**src/shared/lfd_pkg.sv**
```systemverilog
package lfd_pkg;

  // ----------------------------------------------------------------
  // timing
  // ----------------------------------------------------------------
  localparam int unsigned CLK_HZ       = 40_000_000;
  localparam int unsigned BAUD_DEF     = 19_200;
  localparam logic [15:0] BITDIV_RST   = 16'(CLK_HZ / BAUD_DEF);
  localparam int unsigned WAKE_MIN_NS  = 150_000;
  localparam int unsigned WAKE_MIN_CYC = (WAKE_MIN_NS * (CLK_HZ / 1_000_000) + 999) / 1000;
  localparam int unsigned BRK_BITS     = 11;
  localparam int unsigned GAP_BITS     = 10;
  localparam logic [7:0]  SYNC_BYTE    = 8'h55;
  localparam logic [3:0]  MAX_BYTES    = 4'h9;
  localparam logic [5:0]  ID_DIAG_LO   = 6'h3C;
  localparam logic [5:0]  ID_DIAG_HI   = 6'h3D;

  // ----------------------------------------------------------------
  // register offsets and reset values
  // ----------------------------------------------------------------
  localparam logic [7:0]  OFS_CTRL     = 8'h00;
  localparam logic [7:0]  OFS_BITDIV   = 8'h04;
  localparam logic [7:0]  OFS_IDCFG    = 8'h08;
  localparam logic [7:0]  OFS_PAT_LO   = 8'h0C;
  localparam logic [7:0]  OFS_PAT_HI   = 8'h10;
  localparam logic [7:0]  OFS_PMSK_LO  = 8'h14;
  localparam logic [7:0]  OFS_PMSK_HI  = 8'h18;
  localparam logic [7:0]  OFS_STATUS   = 8'h1C;
  localparam logic [7:0]  OFS_MASK     = 8'h20;
  localparam logic [7:0]  OFS_LAST     = 8'h24;
  localparam logic [31:0] CTRL_RST     = 32'h0000_0000;
  localparam logic [31:0] IDCFG_RST    = 32'h0000_3F00;
  localparam logic [31:0] ZERO_RST     = 32'h0000_0000;

  // ----------------------------------------------------------------
  // field positions
  // ----------------------------------------------------------------
  localparam int unsigned CTRL_EN      = 0;
  localparam int unsigned CTRL_MODE    = 1;
  localparam int unsigned CTRL_VER     = 4;
  localparam int unsigned CTRL_ERR     = 7;
  localparam int unsigned ID_VAL       = 0;
  localparam int unsigned ID_MSK       = 8;
  localparam int unsigned ID_CND       = 16;
  localparam int unsigned ID_DLEN      = 24;
  localparam int unsigned ID_DNE       = 28;
  localparam int unsigned ST_FRAME     = 0;
  localparam int unsigned ST_ID        = 1;
  localparam int unsigned ST_DATA      = 2;
  localparam int unsigned ST_WAKE      = 3;
  localparam int unsigned ST_CHK       = 4;
  localparam int unsigned ST_PAR       = 5;
  localparam int unsigned ST_SYNC      = 6;
  localparam int unsigned ST_TRIG      = 7;

  // ----------------------------------------------------------------
  // encodings
  // ----------------------------------------------------------------
  localparam logic [2:0]  MODE_FRAME   = 3'h0;
  localparam logic [2:0]  MODE_WAKE    = 3'h1;
  localparam logic [2:0]  MODE_ERROR   = 3'h2;
  localparam logic [2:0]  MODE_ID      = 3'h3;
  localparam logic [2:0]  MODE_IDDATA  = 3'h4;
  localparam logic [2:0]  VER_13       = 3'h0;
  localparam logic [2:0]  VER_20       = 3'h1;
  localparam logic [2:0]  VER_21       = 3'h2;
  localparam logic [2:0]  VER_SAE      = 3'h3;
  localparam logic [2:0]  VER_ANY      = 3'h4;
  localparam logic [1:0]  CND_EQ       = 2'h0;
  localparam logic [1:0]  CND_NE       = 2'h1;
  localparam logic [1:0]  CND_GT       = 2'h2;
  localparam logic [1:0]  CND_LT       = 2'h3;

  typedef enum logic [1:0] {FS_IDLE, FS_SYNC, FS_PID, FS_DATA} lfd_fstate_t;

endpackage

```
**src/verilog/lfd_monitor.sv**
```systemverilog
`timescale 1ns/1ps
module lfd_monitor #(
  parameter int unsigned WAKE_MIN_CYC = lfd_pkg::WAKE_MIN_CYC
) (
  input  wire logic        clk,
  input  wire logic        arst_n,
  input  wire logic        lin_rx,
  input  wire logic [7:0]  reg_addr,
  input  wire logic [31:0] reg_wdata,
  input  wire logic        reg_wr,
  input  wire logic        reg_rd,
  output logic      [31:0] reg_rdata,
  output logic             irq,
  output logic             trig,
  output logic      [7:0]  byte_data,
  output logic             byte_valid
);

  // ----------------------------------------------------------------
  // reset release and line synchroniser
  // ----------------------------------------------------------------
  logic [1:0] rst_sync;
  logic       rst_n;
  logic [2:0] rx_sync;
  logic       lvl;
  logic       lvl_q;
  logic [23:0] run;

  always_ff @(posedge clk or negedge arst_n) begin
    if (!arst_n) rst_sync <= 2'b00;
    else         rst_sync <= {rst_sync[0], 1'b1};
  end
  assign rst_n = rst_sync[1];

  always_ff @(posedge clk or negedge rst_n) begin
    if (!rst_n) begin
      rx_sync <= 3'b111;
      lvl     <= 1'b1;
      lvl_q   <= 1'b1;
    end else begin
      rx_sync <= {rx_sync[1:0], lin_rx};
      if (rx_sync[1] == rx_sync[2]) lvl <= rx_sync[2];
      lvl_q   <= lvl;
    end
  end

  // cycles since the last level change, saturating
  always_ff @(posedge clk or negedge rst_n) begin
    if (!rst_n)              run <= 24'h00_0000;
    else if (lvl != lvl_q)   run <= 24'h00_0001;
    else if (run != 24'hFF_FFFF) run <= run + 24'h00_0001;
  end

  // ----------------------------------------------------------------
  // registers
  // ----------------------------------------------------------------
  logic [31:0] ctrl, idcfg, pat_lo, pat_hi, pmsk_lo, pmsk_hi, mask;
  logic [15:0] bitdiv;
  logic [7:0]  status;
  logic [7:0]  ev;

  wire         en      = ctrl[lfd_pkg::CTRL_EN];
  wire [2:0]   mode    = ctrl[lfd_pkg::CTRL_MODE +: 3];
  wire [2:0]   ver     = ctrl[lfd_pkg::CTRL_VER +: 3];
  wire [2:0]   err_sel = ctrl[lfd_pkg::CTRL_ERR +: 3];
  wire [5:0]   id_val  = idcfg[lfd_pkg::ID_VAL +: 6];
  wire [5:0]   id_msk  = idcfg[lfd_pkg::ID_MSK +: 6];
  wire [1:0]   id_cnd  = idcfg[lfd_pkg::ID_CND +: 2];
  wire [3:0]   dlen    = idcfg[lfd_pkg::ID_DLEN +: 4];
  wire         dne     = idcfg[lfd_pkg::ID_DNE];
  wire [63:0]  pat     = {pat_hi, pat_lo};
  wire [63:0]  pmsk    = {pmsk_hi, pmsk_lo};

  wire wr_ctrl   = reg_wr && reg_addr == lfd_pkg::OFS_CTRL;
  wire wr_bitdiv = reg_wr && reg_addr == lfd_pkg::OFS_BITDIV;
  wire wr_idcfg  = reg_wr && reg_addr == lfd_pkg::OFS_IDCFG;
  wire wr_pat_lo = reg_wr && reg_addr == lfd_pkg::OFS_PAT_LO;
  wire wr_pat_hi = reg_wr && reg_addr == lfd_pkg::OFS_PAT_HI;
  wire wr_pm_lo  = reg_wr && reg_addr == lfd_pkg::OFS_PMSK_LO;
  wire wr_pm_hi  = reg_wr && reg_addr == lfd_pkg::OFS_PMSK_HI;
  wire wr_status = reg_wr && reg_addr == lfd_pkg::OFS_STATUS;
  wire wr_mask   = reg_wr && reg_addr == lfd_pkg::OFS_MASK;

  always_ff @(posedge clk or negedge rst_n) begin
    if (!rst_n) begin
      ctrl    <= lfd_pkg::CTRL_RST;
      bitdiv  <= lfd_pkg::BITDIV_RST;
      idcfg   <= lfd_pkg::IDCFG_RST;
      pat_lo  <= lfd_pkg::ZERO_RST;
      pat_hi  <= lfd_pkg::ZERO_RST;
      pmsk_lo <= lfd_pkg::ZERO_RST;
      pmsk_hi <= lfd_pkg::ZERO_RST;
      mask    <= lfd_pkg::ZERO_RST;
    end else begin
      if (wr_ctrl)   ctrl    <= reg_wdata;
      if (wr_bitdiv) bitdiv  <= reg_wdata[15:0];
      if (wr_idcfg)  idcfg   <= reg_wdata;
      if (wr_pat_lo) pat_lo  <= reg_wdata;
      if (wr_pat_hi) pat_hi  <= reg_wdata;
      if (wr_pm_lo)  pmsk_lo <= reg_wdata;
      if (wr_pm_hi)  pmsk_hi <= reg_wdata;
      if (wr_mask)   mask    <= reg_wdata;
    end
  end

  // sticky status, write one to clear; a new event wins over the clear
  wire [7:0] st_clr = wr_status ? reg_wdata[7:0] : 8'h00;
  always_ff @(posedge clk or negedge rst_n) begin
    if (!rst_n) begin
      status <= 8'h00;
      irq    <= 1'b0;
    end else begin
      status <= (status & ~st_clr) | ev;
      irq    <= |(status & mask[7:0]);
    end
  end

  // ----------------------------------------------------------------
  // byte receiver
  // ----------------------------------------------------------------
  logic        rx_busy;
  logic [15:0] rx_cnt;
  logic [3:0]  bit_idx;
  logic [7:0]  shreg;

  wire fell      = lvl_q && !lvl;
  wire rose      = !lvl_q && lvl;
  wire rx_start  = en && !rx_busy && fell;
  wire samp      = rx_busy && rx_cnt == 16'h0000;
  wire bad_start = samp && bit_idx == 4'h0 && lvl;
  wire byte_done = samp && bit_idx == 4'h9;
  wire byte_ok   = byte_done && lvl;
  wire data_bit  = bit_idx != 4'h0 && bit_idx != 4'h9;

  always_ff @(posedge clk or negedge rst_n) begin
    if (!rst_n) begin
      rx_busy <= 1'b0;
      rx_cnt  <= 16'h0000;
      bit_idx <= 4'h0;
      shreg   <= 8'h00;
    end else if (rx_start) begin
      rx_busy <= 1'b1;
      rx_cnt  <= {1'b0, bitdiv[15:1]};
      bit_idx <= 4'h0;
    end else if (samp) begin
      rx_cnt  <= bitdiv - 16'h0001;
      bit_idx <= bit_idx + 4'h1;
      if (data_bit) shreg <= {lvl, shreg[7:1]};
      if (byte_done || bad_start) rx_busy <= 1'b0;
    end else if (rx_busy) begin
      rx_cnt  <= rx_cnt - 16'h0001;
    end
  end

  always_ff @(posedge clk or negedge rst_n) begin
    if (!rst_n) begin
      byte_valid <= 1'b0;
      byte_data  <= 8'h00;
    end else begin
      byte_valid <= byte_ok;
      if (byte_ok) byte_data <= shreg;
    end
  end

  // ----------------------------------------------------------------
  // frame decoding
  // ----------------------------------------------------------------
  function automatic logic [1:0] lfd_parity(input logic [5:0] i);
    lfd_parity = {~(i[1] ^ i[3] ^ i[4] ^ i[5]), i[0] ^ i[1] ^ i[2] ^ i[4]};
  endfunction

  function automatic logic [7:0] lfd_addc(input logic [7:0] a, input logic [7:0] b);
    logic [8:0] s;
    s = {1'b0, a} + {1'b0, b};
    lfd_addc = s[7:0] + {7'h00, s[8]};
  endfunction

  lfd_pkg::lfd_fstate_t fs;
  logic [7:0] pid_q, sum_cls, sum_enh, prev_cls, prev_enh, last_byte;
  logic [3:0] nbytes;
  logic       id_hit_q, data_ok_q;

  wire [23:0] bd24    = {8'h00, bitdiv};
  wire [23:0] brk_thr = bd24 * 24'(lfd_pkg::BRK_BITS);
  wire [23:0] gap_thr = bd24 * 24'(lfd_pkg::GAP_BITS);
  wire        brk     = en && rose && run >= brk_thr;
  wire        ev_wake = en && rose && fs == lfd_pkg::FS_IDLE
                        && run >= 24'(WAKE_MIN_CYC) && run < brk_thr;

  wire        par_ok  = shreg[7:6] == lfd_parity(shreg[5:0]);
  wire [5:0]  id_rx   = shreg[5:0] & id_msk;
  wire [5:0]  id_ref  = id_val & id_msk;
  wire        id_hit  = id_cnd == lfd_pkg::CND_EQ ? id_rx == id_ref :
                        id_cnd == lfd_pkg::CND_NE ? id_rx != id_ref :
                        id_cnd == lfd_pkg::CND_GT ? id_rx >  id_ref :
                                                    id_rx <  id_ref;

  wire [5:0]  pos     = {nbytes[2:0], 3'b000};
  wire [7:0]  pat_b   = pat[pos +: 8];
  wire [7:0]  msk_b   = pmsk[pos +: 8];
  wire        byte_hit = ((shreg ^ pat_b) & msk_b) == 8'h00;
  wire        all_hit = data_ok_q && byte_hit;
  wire        full    = nbytes == lfd_pkg::MAX_BYTES;
  wire        brk_byte = byte_done && !lvl && shreg == 8'h00;
  wire        in_frame = fs == lfd_pkg::FS_PID || fs == lfd_pkg::FS_DATA;
  wire        gap     = !rx_busy && lvl && run == gap_thr;
  wire        end_frame = fs == lfd_pkg::FS_DATA && (gap || full || brk_byte);

  wire        cls_id  = pid_q[5:0] == lfd_pkg::ID_DIAG_LO || pid_q[5:0] == lfd_pkg::ID_DIAG_HI;
  wire        ok_cls  = last_byte == ~prev_cls;
  wire        ok_enh  = last_byte == ~prev_enh;
  wire        chk_ok  = ver == lfd_pkg::VER_ANY ? (ok_cls || ok_enh) :
                        (ver == lfd_pkg::VER_13 || cls_id) ? ok_cls : ok_enh;

  wire ev_frame = fs == lfd_pkg::FS_SYNC && byte_ok && shreg == lfd_pkg::SYNC_BYTE;
  wire ev_id    = fs == lfd_pkg::FS_PID && byte_ok && id_hit;
  wire ev_par   = fs == lfd_pkg::FS_PID && byte_ok && !par_ok;
  wire ev_data  = fs == lfd_pkg::FS_DATA && byte_ok && !full && id_hit_q
                  && nbytes + 4'h1 == dlen && (dne ? !all_hit : all_hit);
  wire ev_chk   = end_frame && nbytes >= 4'h2 && !chk_ok;
  wire ev_sync  = (fs == lfd_pkg::FS_SYNC && byte_done && !ev_frame)
                  || (in_frame && byte_done && !lvl && shreg != 8'h00);

  wire [2:0] err_ev = {ev_sync, ev_par, ev_chk};
  wire trig_ev = mode == lfd_pkg::MODE_FRAME  ? ev_frame :
                 mode == lfd_pkg::MODE_WAKE   ? ev_wake :
                 mode == lfd_pkg::MODE_ERROR  ? |(err_ev & err_sel) :
                 mode == lfd_pkg::MODE_ID     ? ev_id :
                 mode == lfd_pkg::MODE_IDDATA ? ev_data : 1'b0;

  assign ev = {trig_ev, ev_sync, ev_par, ev_chk, ev_wake, ev_data, ev_id, ev_frame};

  always_ff @(posedge clk or negedge rst_n) begin
    if (!rst_n) trig <= 1'b0;
    else        trig <= trig_ev;
  end

  always_ff @(posedge clk or negedge rst_n) begin
    if (!rst_n)   fs <= lfd_pkg::FS_IDLE;
    else if (!en) fs <= lfd_pkg::FS_IDLE;
    else if (brk) fs <= lfd_pkg::FS_SYNC;
    else begin
      case (fs)
        lfd_pkg::FS_IDLE: fs <= lfd_pkg::FS_IDLE;
        lfd_pkg::FS_SYNC: if (byte_done) fs <= ev_frame ? lfd_pkg::FS_PID : lfd_pkg::FS_IDLE;
        lfd_pkg::FS_PID:  if (byte_done) fs <= byte_ok ? lfd_pkg::FS_DATA : lfd_pkg::FS_IDLE;
        lfd_pkg::FS_DATA: if (end_frame) fs <= lfd_pkg::FS_IDLE;
        default:          fs <= lfd_pkg::FS_IDLE;
      endcase
    end
  end

  // running sums: classic over data only, enhanced seeded with the identifier byte
  always_ff @(posedge clk or negedge rst_n) begin
    if (!rst_n) begin
      pid_q <= 8'h00; sum_cls <= 8'h00; sum_enh <= 8'h00; prev_cls <= 8'h00;
      prev_enh <= 8'h00; last_byte <= 8'h00; nbytes <= 4'h0;
      id_hit_q <= 1'b0; data_ok_q <= 1'b0;
    end else if (fs == lfd_pkg::FS_PID && byte_ok) begin
      pid_q     <= shreg;
      sum_cls   <= 8'h00;
      sum_enh   <= shreg;
      nbytes    <= 4'h0;
      id_hit_q  <= id_hit;
      data_ok_q <= 1'b1;
    end else if (fs == lfd_pkg::FS_DATA && byte_ok && !full) begin
      prev_cls  <= sum_cls;
      prev_enh  <= sum_enh;
      sum_cls   <= lfd_addc(sum_cls, shreg);
      sum_enh   <= lfd_addc(sum_enh, shreg);
      last_byte <= shreg;
      nbytes    <= nbytes + 4'h1;
      data_ok_q <= all_hit;
    end
  end

  // ----------------------------------------------------------------
  // read port
  // ----------------------------------------------------------------
  wire [31:0] last_w = {4'h0, nbytes, 6'h00, fs, last_byte, pid_q};
  wire [31:0] rd_mux = reg_addr == lfd_pkg::OFS_CTRL    ? ctrl :
                       reg_addr == lfd_pkg::OFS_BITDIV  ? {16'h0000, bitdiv} :
                       reg_addr == lfd_pkg::OFS_IDCFG   ? idcfg :
                       reg_addr == lfd_pkg::OFS_PAT_LO  ? pat_lo :
                       reg_addr == lfd_pkg::OFS_PAT_HI  ? pat_hi :
                       reg_addr == lfd_pkg::OFS_PMSK_LO ? pmsk_lo :
                       reg_addr == lfd_pkg::OFS_PMSK_HI ? pmsk_hi :
                       reg_addr == lfd_pkg::OFS_STATUS  ? {24'h00_0000, status} :
                       reg_addr == lfd_pkg::OFS_MASK    ? mask :
                       reg_addr == lfd_pkg::OFS_LAST    ? last_w : 32'h0000_0000;

  always_ff @(posedge clk or negedge rst_n) begin
    if (!rst_n) reg_rdata <= 32'h0000_0000;
    else        reg_rdata <= reg_rd ? rd_mux : 32'h0000_0000;
  end
endmodule

```
**config.mk**
```make
export PLATFORM = sky130hd
export DESIGN_NAME = lfd_monitor
export DESIGN_NICKNAME = d
export VERILOG_FILES = /design/src/shared/lfd_pkg.sv /design/src/verilog/lfd_monitor.sv
export SDC_FILE = /design/constraint.sdc
export NUM_CORES = 1
export LEC_CHECK = 0
export BUFFER_PORTS_ARGS = -buffer_cell sky130_fd_sc_hd__clkbuf_2
export CORE_MARGIN = 2
export CORE_UTILIZATION = 45
export DETAILED_ROUTE_END_ITERATION = 10
export GPL_ROUTABILITY_DRIVEN = 0
export MAX_ROUTING_LAYER = met4
export PLACE_DENSITY_LB_ADDON = 0.3
export RECOVER_POWER = 100
export SYNTH_ARGS = -nofsm -noshare
export SYNTH_HDL_FRONTEND = slang
export SYNTH_SLANG_ARGS = --single-unit
```
**constraint.sdc**
```tcl
create_clock -name clk -period 11 [get_ports clk]
set_input_delay 2.2 -clock clk [delete_from_list [all_inputs] [get_ports clk]]
set_output_delay 2.2 -clock clk [all_outputs]
set_load 0.05 [all_outputs]
```
; ---- Yosys cells after proc, flatten, opt, wreduce, memory -nomap -nowiden
; Cells that the tools add are included.
[word_totals]
register_bits = 407
latchBits = 0
mem_bits_rw = 0
rom_bits = 0
in_bits = 45
output_inout_bits = 43
wordCells = 244
n_memories = 0
[op_classes]
n_addsub = 9
multipliers = 2
n_div = 0
n_lt_le_gt_ge = 6
eq_ne = 38
shifts = 2
mux = 49
n_bitwise = 20
n_reduce_logical = 85
[op_table]
columns = operator, count
row1 = 32-bit 2-to-1 mux, 10
row2 = 64-bit by 7-bit variable part select with 8-bit output, 2
row3 = 16-bit 2-to-1 mux, 3
row4 = 24-bit 2-to-1 mux, 2
row5 = 1-bit logical AND, 47
row6 = 8-bit 2-to-1 mux, 5
row7 = "8-bit by 5-bit equality test with 1-bit output, second input constant", 4
row8 = "16-bit by 1-bit subtractor with 16-bit output, second input constant", 2
row9 = 28-bit 2-to-1 mux, 1
row10 = "24-bit by 1-bit adder with 24-bit output, second input constant", 1
row11 = 8-bit AND, 3
row12 = 24-bit by 20-bit equality test with 1-bit output, 1
row13 = "24-bit by 13-bit >= comparator with 1-bit output, second input constant", 1
row14 = 24-bit by 20-bit >= comparator with 1-bit output, 1
row15 = 8-bit logical NOT, 3
row16 = 24-bit by 20-bit < comparator with 1-bit output, 1
row17 = "24-bit inequality test, second input constant", 1
row18 = 8-bit inverter, 3
row19 = "16-bit by 4-bit multiplier with 20-bit output, second input constant", 1
row20 = "16-bit by 3-bit multiplier with 19-bit output, second input constant", 1
row21 = 8-bit by 8-bit adder with 9-bit output, 2
row22 = 8-bit by 1-bit adder with 8-bit output, 2
row23 = "8-bit by 4-bit equality test with 1-bit output, second input constant", 2
row24 = "8-bit by 6-bit equality test with 1-bit output, second input constant", 2
row25 = other kinds (45), 110

; ---- Longest topological paths before layout
[logic_depth]
depth_word = 15
ltp_mapped = 23
mapped_depth_nobuf = 23

; ---- Least setup slack after synthesis
; OpenSTA, ideal clock, no wires.
[synth_timing]
path_type = register to register
start = reg bitdiv[1]
end = reg status[7]
setup_time_ns = 0.095
arrival_ns = 4.424
required_time_ns = 10.905
path_slack_ns = 6.481
stages_incl_launch_ff = 24
n_path_buf = 0
period_less_slack_ns = 4.519
path_cell_list = dfstp_2 ha_1 inv_1 fa_1 inv_1 ha_1 nor2b_1 o21ai_0 a21oi_1 o21ai_0 a211oi_1 o31ai_1 o21bai_1 a21oi_1 xor2_1 ha_1 nor2b_1 o21ai_0 o211ai_1 a21oi_1 nand2_1 o21ai_0 a211oi_2 o31ai_1
[synth_between]
elab_chain_cells = 14
elab_cells_between_ends = 17
classes_between = mul (2) / order compare (1) / eq/ne (1) / mux (3) / bitwise (2) / reduce/logical (8)
[synth_rtl]
columns = item, line
row1 = "start, declared", lfd_monitor.sv:58  ; logic [15:0] bitdiv;
row2 = "start signal, assigned", lfd_monitor.sv:87  ; bitdiv <= lfd_pkg::BITDIV_RST;
row3 = "start signal, assigned", lfd_monitor.sv:96  ; if (wr_bitdiv) bitdiv <= reg_wdata[15:0];
row4 = 16-bit by 3-bit multiplier with 19-bit output, lfd_monitor.sv:185  ; wire [23:0] gap_thr = bd24 * 24'(lfd_pkg::GAP_BITS);
row5 = 24-bit by 20-bit equality test with 1-bit output, lfd_monitor.sv:206  ; wire gap = !rx_busy && lvl && run == gap_thr;
row6 = 1-bit logical AND, lfd_monitor.sv:206
row7 = 1-bit logical OR (2 in a row), lfd_monitor.sv:207  ; wire end_frame = fs == lfd_pkg::FS_DATA && (gap || full || brk_byte);
row8 = 1-bit logical AND, lfd_monitor.sv:207
row9 = 1-bit logical AND (2 in a row), lfd_monitor.sv:220  ; wire ev_chk = end_frame && nbytes >= 4'h2 && !chk_ok;
row10 = 3-bit AND, lfd_monitor.sv:227  ; mode == lfd_pkg::MODE_ERROR ? |(err_ev & err_sel) :
row11 = 3-bit OR reduction, lfd_monitor.sv:227
row12 = 1-bit 2-to-1 mux, lfd_monitor.sv:227
row13 = 1-bit 2-to-1 mux (*), lfd_monitor.sv:226  ; mode == lfd_pkg::MODE_WAKE ? ev_wake :
row14 = 1-bit 2-to-1 mux (*), lfd_monitor.sv:225  ; wire trig_ev = mode == lfd_pkg::MODE_FRAME ? ev_frame :
row15 = 8-bit OR (*), lfd_monitor.sv:113  ; status <= (status & ~st_clr) | ev;
row16 = "end signal, assigned", lfd_monitor.sv:113
row17 = "end, declared", lfd_monitor.sv:59  ; logic [7:0] status;
; Mark *: on every way between the ends. The rest lies on a longest branch, timed or not.
; A chain may end at the register's enable or synchronous reset.

; ---- Worst setup path in the final report
[layout_timing]
start = in reg_addr[2]
end = reg mask[15]
[layout_between]
elab_chain_cells = 2
[layout_rtl]
columns = item, line
row1 = "start, declared", lfd_monitor.sv:8  ; input wire logic [7:0] reg_addr,
row2 = 8-bit by 6-bit equality test with 1-bit output, lfd_monitor.sv:82  ; wire wr_mask = reg_wr && reg_addr == lfd_pkg::OFS_MASK;
row3 = 1-bit logical AND, lfd_monitor.sv:82
row4 = "end signal, assigned", lfd_monitor.sv:93  ; mask <= lfd_pkg::ZERO_RST;
row5 = "end signal, assigned", lfd_monitor.sv:102  ; if (wr_mask) mask <= reg_wdata;
row6 = "end, declared", lfd_monitor.sv:57  ; logic [31:0] ctrl, idcfg, pat_lo, pat_hi, pmsk_lo, pmsk_hi, mask;
; Every way passes these cells.

==> flow_results.org <==
** CTS
- Post-CTS setup buffers :: 0
- Post-CTS Hold Fix Bufs :: 0
- The clock drives 407 sinks.
- The later pin in the worst-skew pair is clocked with a latency of 590 ps.
- In this run the deepest clock path goes through 3 buffers.
- Maximum level of the CTS H-tree :: 2
- TritonCTS buffer count :: 45
- The number of gates resized after CTS was 0.
- Clock-pin slew on the worst setup and hold paths :: 60 ps
- The tree is rooted in a sky130_fd_sc_hd__clkbuf_16.
- TritonCTS built the clock tree.

** Drt
- In the routed design, unresolved DRC markers number 0.
- Number of detailed-routing iterations run before antenna repair :: 8
- The count of nets left with antenna violations once routing finished came out at 0.
- Total via count in the routed design :: ~19000
- Routed wire length :: roughly 74000 um
- For this block, the initial DRC count from the detailed router was 1991.
- Post-DR wirelength/cell :: 24.2 um
- In the routed layout, each cell is associated on average with a via count of around 6.3.

** Placed design
- HPWL Detailed :: between 50000 and 60000 um
- The placed instances occupy a cell area of about 0.025 mm^2.
- Input and output buffers added on the ports amount to a little under 90.

** Critical path
- Broken down by cell family, the worst path's largest delay share belongs to buffers and inverters.
- WP data required :: between 10000 and 15000 ps
- The most numerous cell type found on the critical path is sky130_fd_sc_hd__clkbuf_1.
- Count of buffer and inverter cells on the critical path :: 4
- The worst register-to-register path begins at rst_sync[1].
- In this run the worst path has a maximum fanout of just over 60.
- Among all stages on the critical path, the largest delay is contributed by sky130_fd_sc_hd__clkbuf_1.
- Walking the worst path, the cells encountered are clkbuf_2 -> clkbuf_1 -> nor4_1 -> and3_1 -> clkbuf_1 -> nand2_1 -> clkbuf_1 -> mux2_2.
- STA classifies the critical path startpoint as a primary input.
- The worst setup path is captured at a register.
- For the worst setup path, the data arrival time is 8620 ps.
- The largest single stage delay on the critical path is approximately 2400 ps.
- Start point of the critical path :: reg_addr[2]
- The setup path with the least slack is of type primary input to register.

** Synth
- In this run the biggest area consumer among cell types represents 41.5% of the synthesized area.
- #FFs+latches synth :: between 400 and 500
- Share of the synthesized area in compound gates (AO/OA/AOI/OAI) :: 14.5%
- Synthesized-area fraction occupied by xor and xnor cells :: about 5.0%
- Synth Area in Simple Gates :: 13.1%
- For this run, the leading register cell type out of synthesis is sky130_fd_sc_hd__dfrtp_1.
- Mux share of post-synthesis cell area :: 13.5%
- The cell area that synthesis handed to floorplanning was 0.0236 mm^2.
- The number of nets handed over by synthesis was about 2500.
- Summing the areas of all fa, ha and maj instances in the mapped netlist gives under 10% of the synthesized area.
- Biggest area consumer among synthesized cells :: sky130_fd_sc_hd__dfrtp_1
- Cells after synthesis :: around 2300
- By area, the combinational part of the netlist is dominated by compound AO/OA/AOI/OAI gates.
- In the post-synthesis netlist, the biggest area contributors are sky130_fd_sc_hd__dfrtp_1, sky130_fd_sc_hd__mux2_2, sky130_fd_sc_hd__ha_1.
- Yosys printed 0 warnings.
- Mean instance size in the synthesized netlist :: about 10 um^2
- Sequential fraction of the synthesis area :: 43.2%
- FFs w/ async S/R, synth :: 100%
- Number of enable flip-flop cells after synthesis :: 0
- Synthesis instantiated 79 different standard cells from the library.

** STA
- Setup tns final :: 0 ps
- Setup violations remaining at the end of the flow were counted as 0.
- The clock arrives with between 20 and 30 ps of skew.
- For the pin with the worst max-slew slack, the measured transition is around 4200 ps.
- The hold violation total from the final report is 0.
- Measured against its own limit, the worst slew margin works out to -180%.
- Dividing the final minimum period by the clock period gives about three quarters.
- The number of max-slew violations in the final report was between 400 and 500.
- Setup repair after global routing missed its margin :: no
- Timing would allow up to approximately 120 MHz.
- Crit path time final :: about 8200 ps

** Power and ir drop
- Power per cell area :: ~140 mW/mm^2
- Worst IR drop on VDD :: about 0.11 mV
- Total leakage power :: ~12 nW

** Die
- Initial Utilization :: between 40% and 50%
- Die Area :: roughly 0.054 mm^2
- Core area :: roughly 0.052 mm^2
- The floorplan has 84 rows.
- Die height :: between 200 and 250 um
- Pin placement for this block handled 88 I/O pins.
- Width of the die :: ~230 um

** Flow run
- The tool flagged a number of max-cap violations equal to 11.

** Outcome
- The flow ran to the end, but the final reports show violations.
- Failing checks :: capacitance limit, slew limit

** Cells and area
- Measured on the finished design, the core utilization comes to between 40% and 50%.
- Most frequent cells in the layout :: sky130_fd_sc_hd__dfrtp_1, sky130_fd_sc_hd__nand2_1, sky130_fd_sc_hd__mux2_2
- Layout cell share with drive strength beyond 1 :: about 18%
- Design Area, Final :: about 0.026 mm^2
- Final nets :: 2514
- Signed area change from the synthesized netlist to the final layout :: 10.3%
- In the final layout, the multi-input gates occupy ~0.013 mm^2.
- Counting the fill cells in the layout gives 4718.
- Area of all sequential standard cells :: 0.0102 mm^2
- Leaving out fill and tap cells, the most frequent cell in the layout is sky130_fd_sc_hd__dfrtp_1.

** Global routing
- Across every metal layer, demand over resource in global routing totals approximately 28%.
- Via count of the first global-routing pass :: 18800
- The number of antenna violations at the first check in global routing came to 0.
- Grt ovf :: 0
- Entering global routing, the biggest net connects roughly 150 pins.
- The first global-routing pass estimated between 100000 and 150000 um of wire.

** Worst hold path
- Type of the worst min-delay path :: register to register
- Hold path startpoint :: rx_sync[0]
Yosys cell counts, types with 20 or more instances:
master / instances
sky130_fd_sc_hd__a21o_1: 20
sky130_fd_sc_hd__inv_1: 74
sky130_fd_sc_hd__and2_1: 36
sky130_fd_sc_hd__dfrtp_1: 392
sky130_fd_sc_hd__ha_1: 111
sky130_fd_sc_hd__a31oi_1: 31
sky130_fd_sc_hd__xor2_1: 68
sky130_fd_sc_hd__nand4_1: 31
sky130_fd_sc_hd__nor3_1: 28
sky130_fd_sc_hd__nand3_1: 44
sky130_fd_sc_hd__a211oi_1: 27
sky130_fd_sc_hd__nand2_1: 257
sky130_fd_sc_hd__o22ai_1: 24
sky130_fd_sc_hd__a21oi_1: 130
sky130_fd_sc_hd__nor2_1: 82
sky130_fd_sc_hd__and3_1: 34
sky130_fd_sc_hd__nand2b_1: 22
sky130_fd_sc_hd__mux2_2: 253
sky130_fd_sc_hd__o21ai_0: 91
sky130_fd_sc_hd__a222oi_1: 35
sky130_fd_sc_hd__nor2b_1: 29
sky130_fd_sc_hd__xnor2_1: 68
sky130_fd_sc_hd__buf_1: 31
sky130_fd_sc_hd__a22oi_1: 40
sky130_fd_sc_hd__clkbuf_1: 78
stage by stage:
| stage | worst slack [ps] | hold slack [ps] | total power [W] | instances |
|---|---|---|---|---|
| 2_1_floorplan | 4370 | 331 | 0.00201 | 2295 |
| 4_1_cts | 5620 | 358 | 0.00367 | 3062 |
| 3_3_place_gp | 5520 | 340 | 0.00214 | 2982 |
| 5_1_grt | 2680 | 360 | 0.00380 | 3062 |
| 6_report | 2850 | 357 | 0.00366 | 3063 |
| 3_5_place_dp | 5400 | 342 | 0.00216 | 2982 |
power by group:
| part | internal [W] | leakage [nW] | switching [W] |
|---|---|---|---|
| Sequential | 0.00158 | 5.49 | 0.000111 |
| Combinational | 0.000187 | 6.00 | 0.000257 |
| Clock | 0.000882 | 0.726 | 0.000635 |
metal layers:
layer	wire, um	track usage, %	vias to the layer above
li1	-	-	8474
met1	30900	37.0	9641
met2	34000	42.9	917
met3	5460	4.37	202
met4	3600	12.3	0
met5	0	-	-
cell families after synthesis:
kind of cell,Yosys count
AOI/OAI and AO/OA,514
xor gates and xnor gates,136
adders and majority gates,129
other,1
and+or+nand+nor,631
DFF,407
muxes,278
buffers and inverters,199
area by class of cell:
cell class	count	area share [%]
Antenna cell	1	0.00959
Clock buffer	65	4.91
Clock inverter	15	0.715
Inverter	75	1.08
Multi-Input combinational cell	1689	48.5
Sequential cell	407	39.1
Tap cell	688	3.30
Timing Repair Buffer	123	2.34
state kept, by name, indices dropped and copies added, names as in the netlist, 16 cells and up:
register and count:
bitdiv 16, ctrl 32, idcfg 32, mask 32
pat_hi 32, pat_lo 32, pmsk_hi 32, pmsk_lo 32
reg_rdata 32, run 24, rx_cnt 16
worst paths after layout:
check | endpoint | slack (ps) | cells past startpoint
min in group asynchronous | reg_rdata[26] | 900 | 0
min reg2reg | rx_sync[1] | 360 | 0
max reg2reg | bitdiv[14] | 3970 | 2
min | rx_sync[1] | 360 | 0
max in group asynchronous | bitdiv[14] | 3970 | 2
max | mask[15] | 2850 | 8
(Power assumes the default switching activity.)
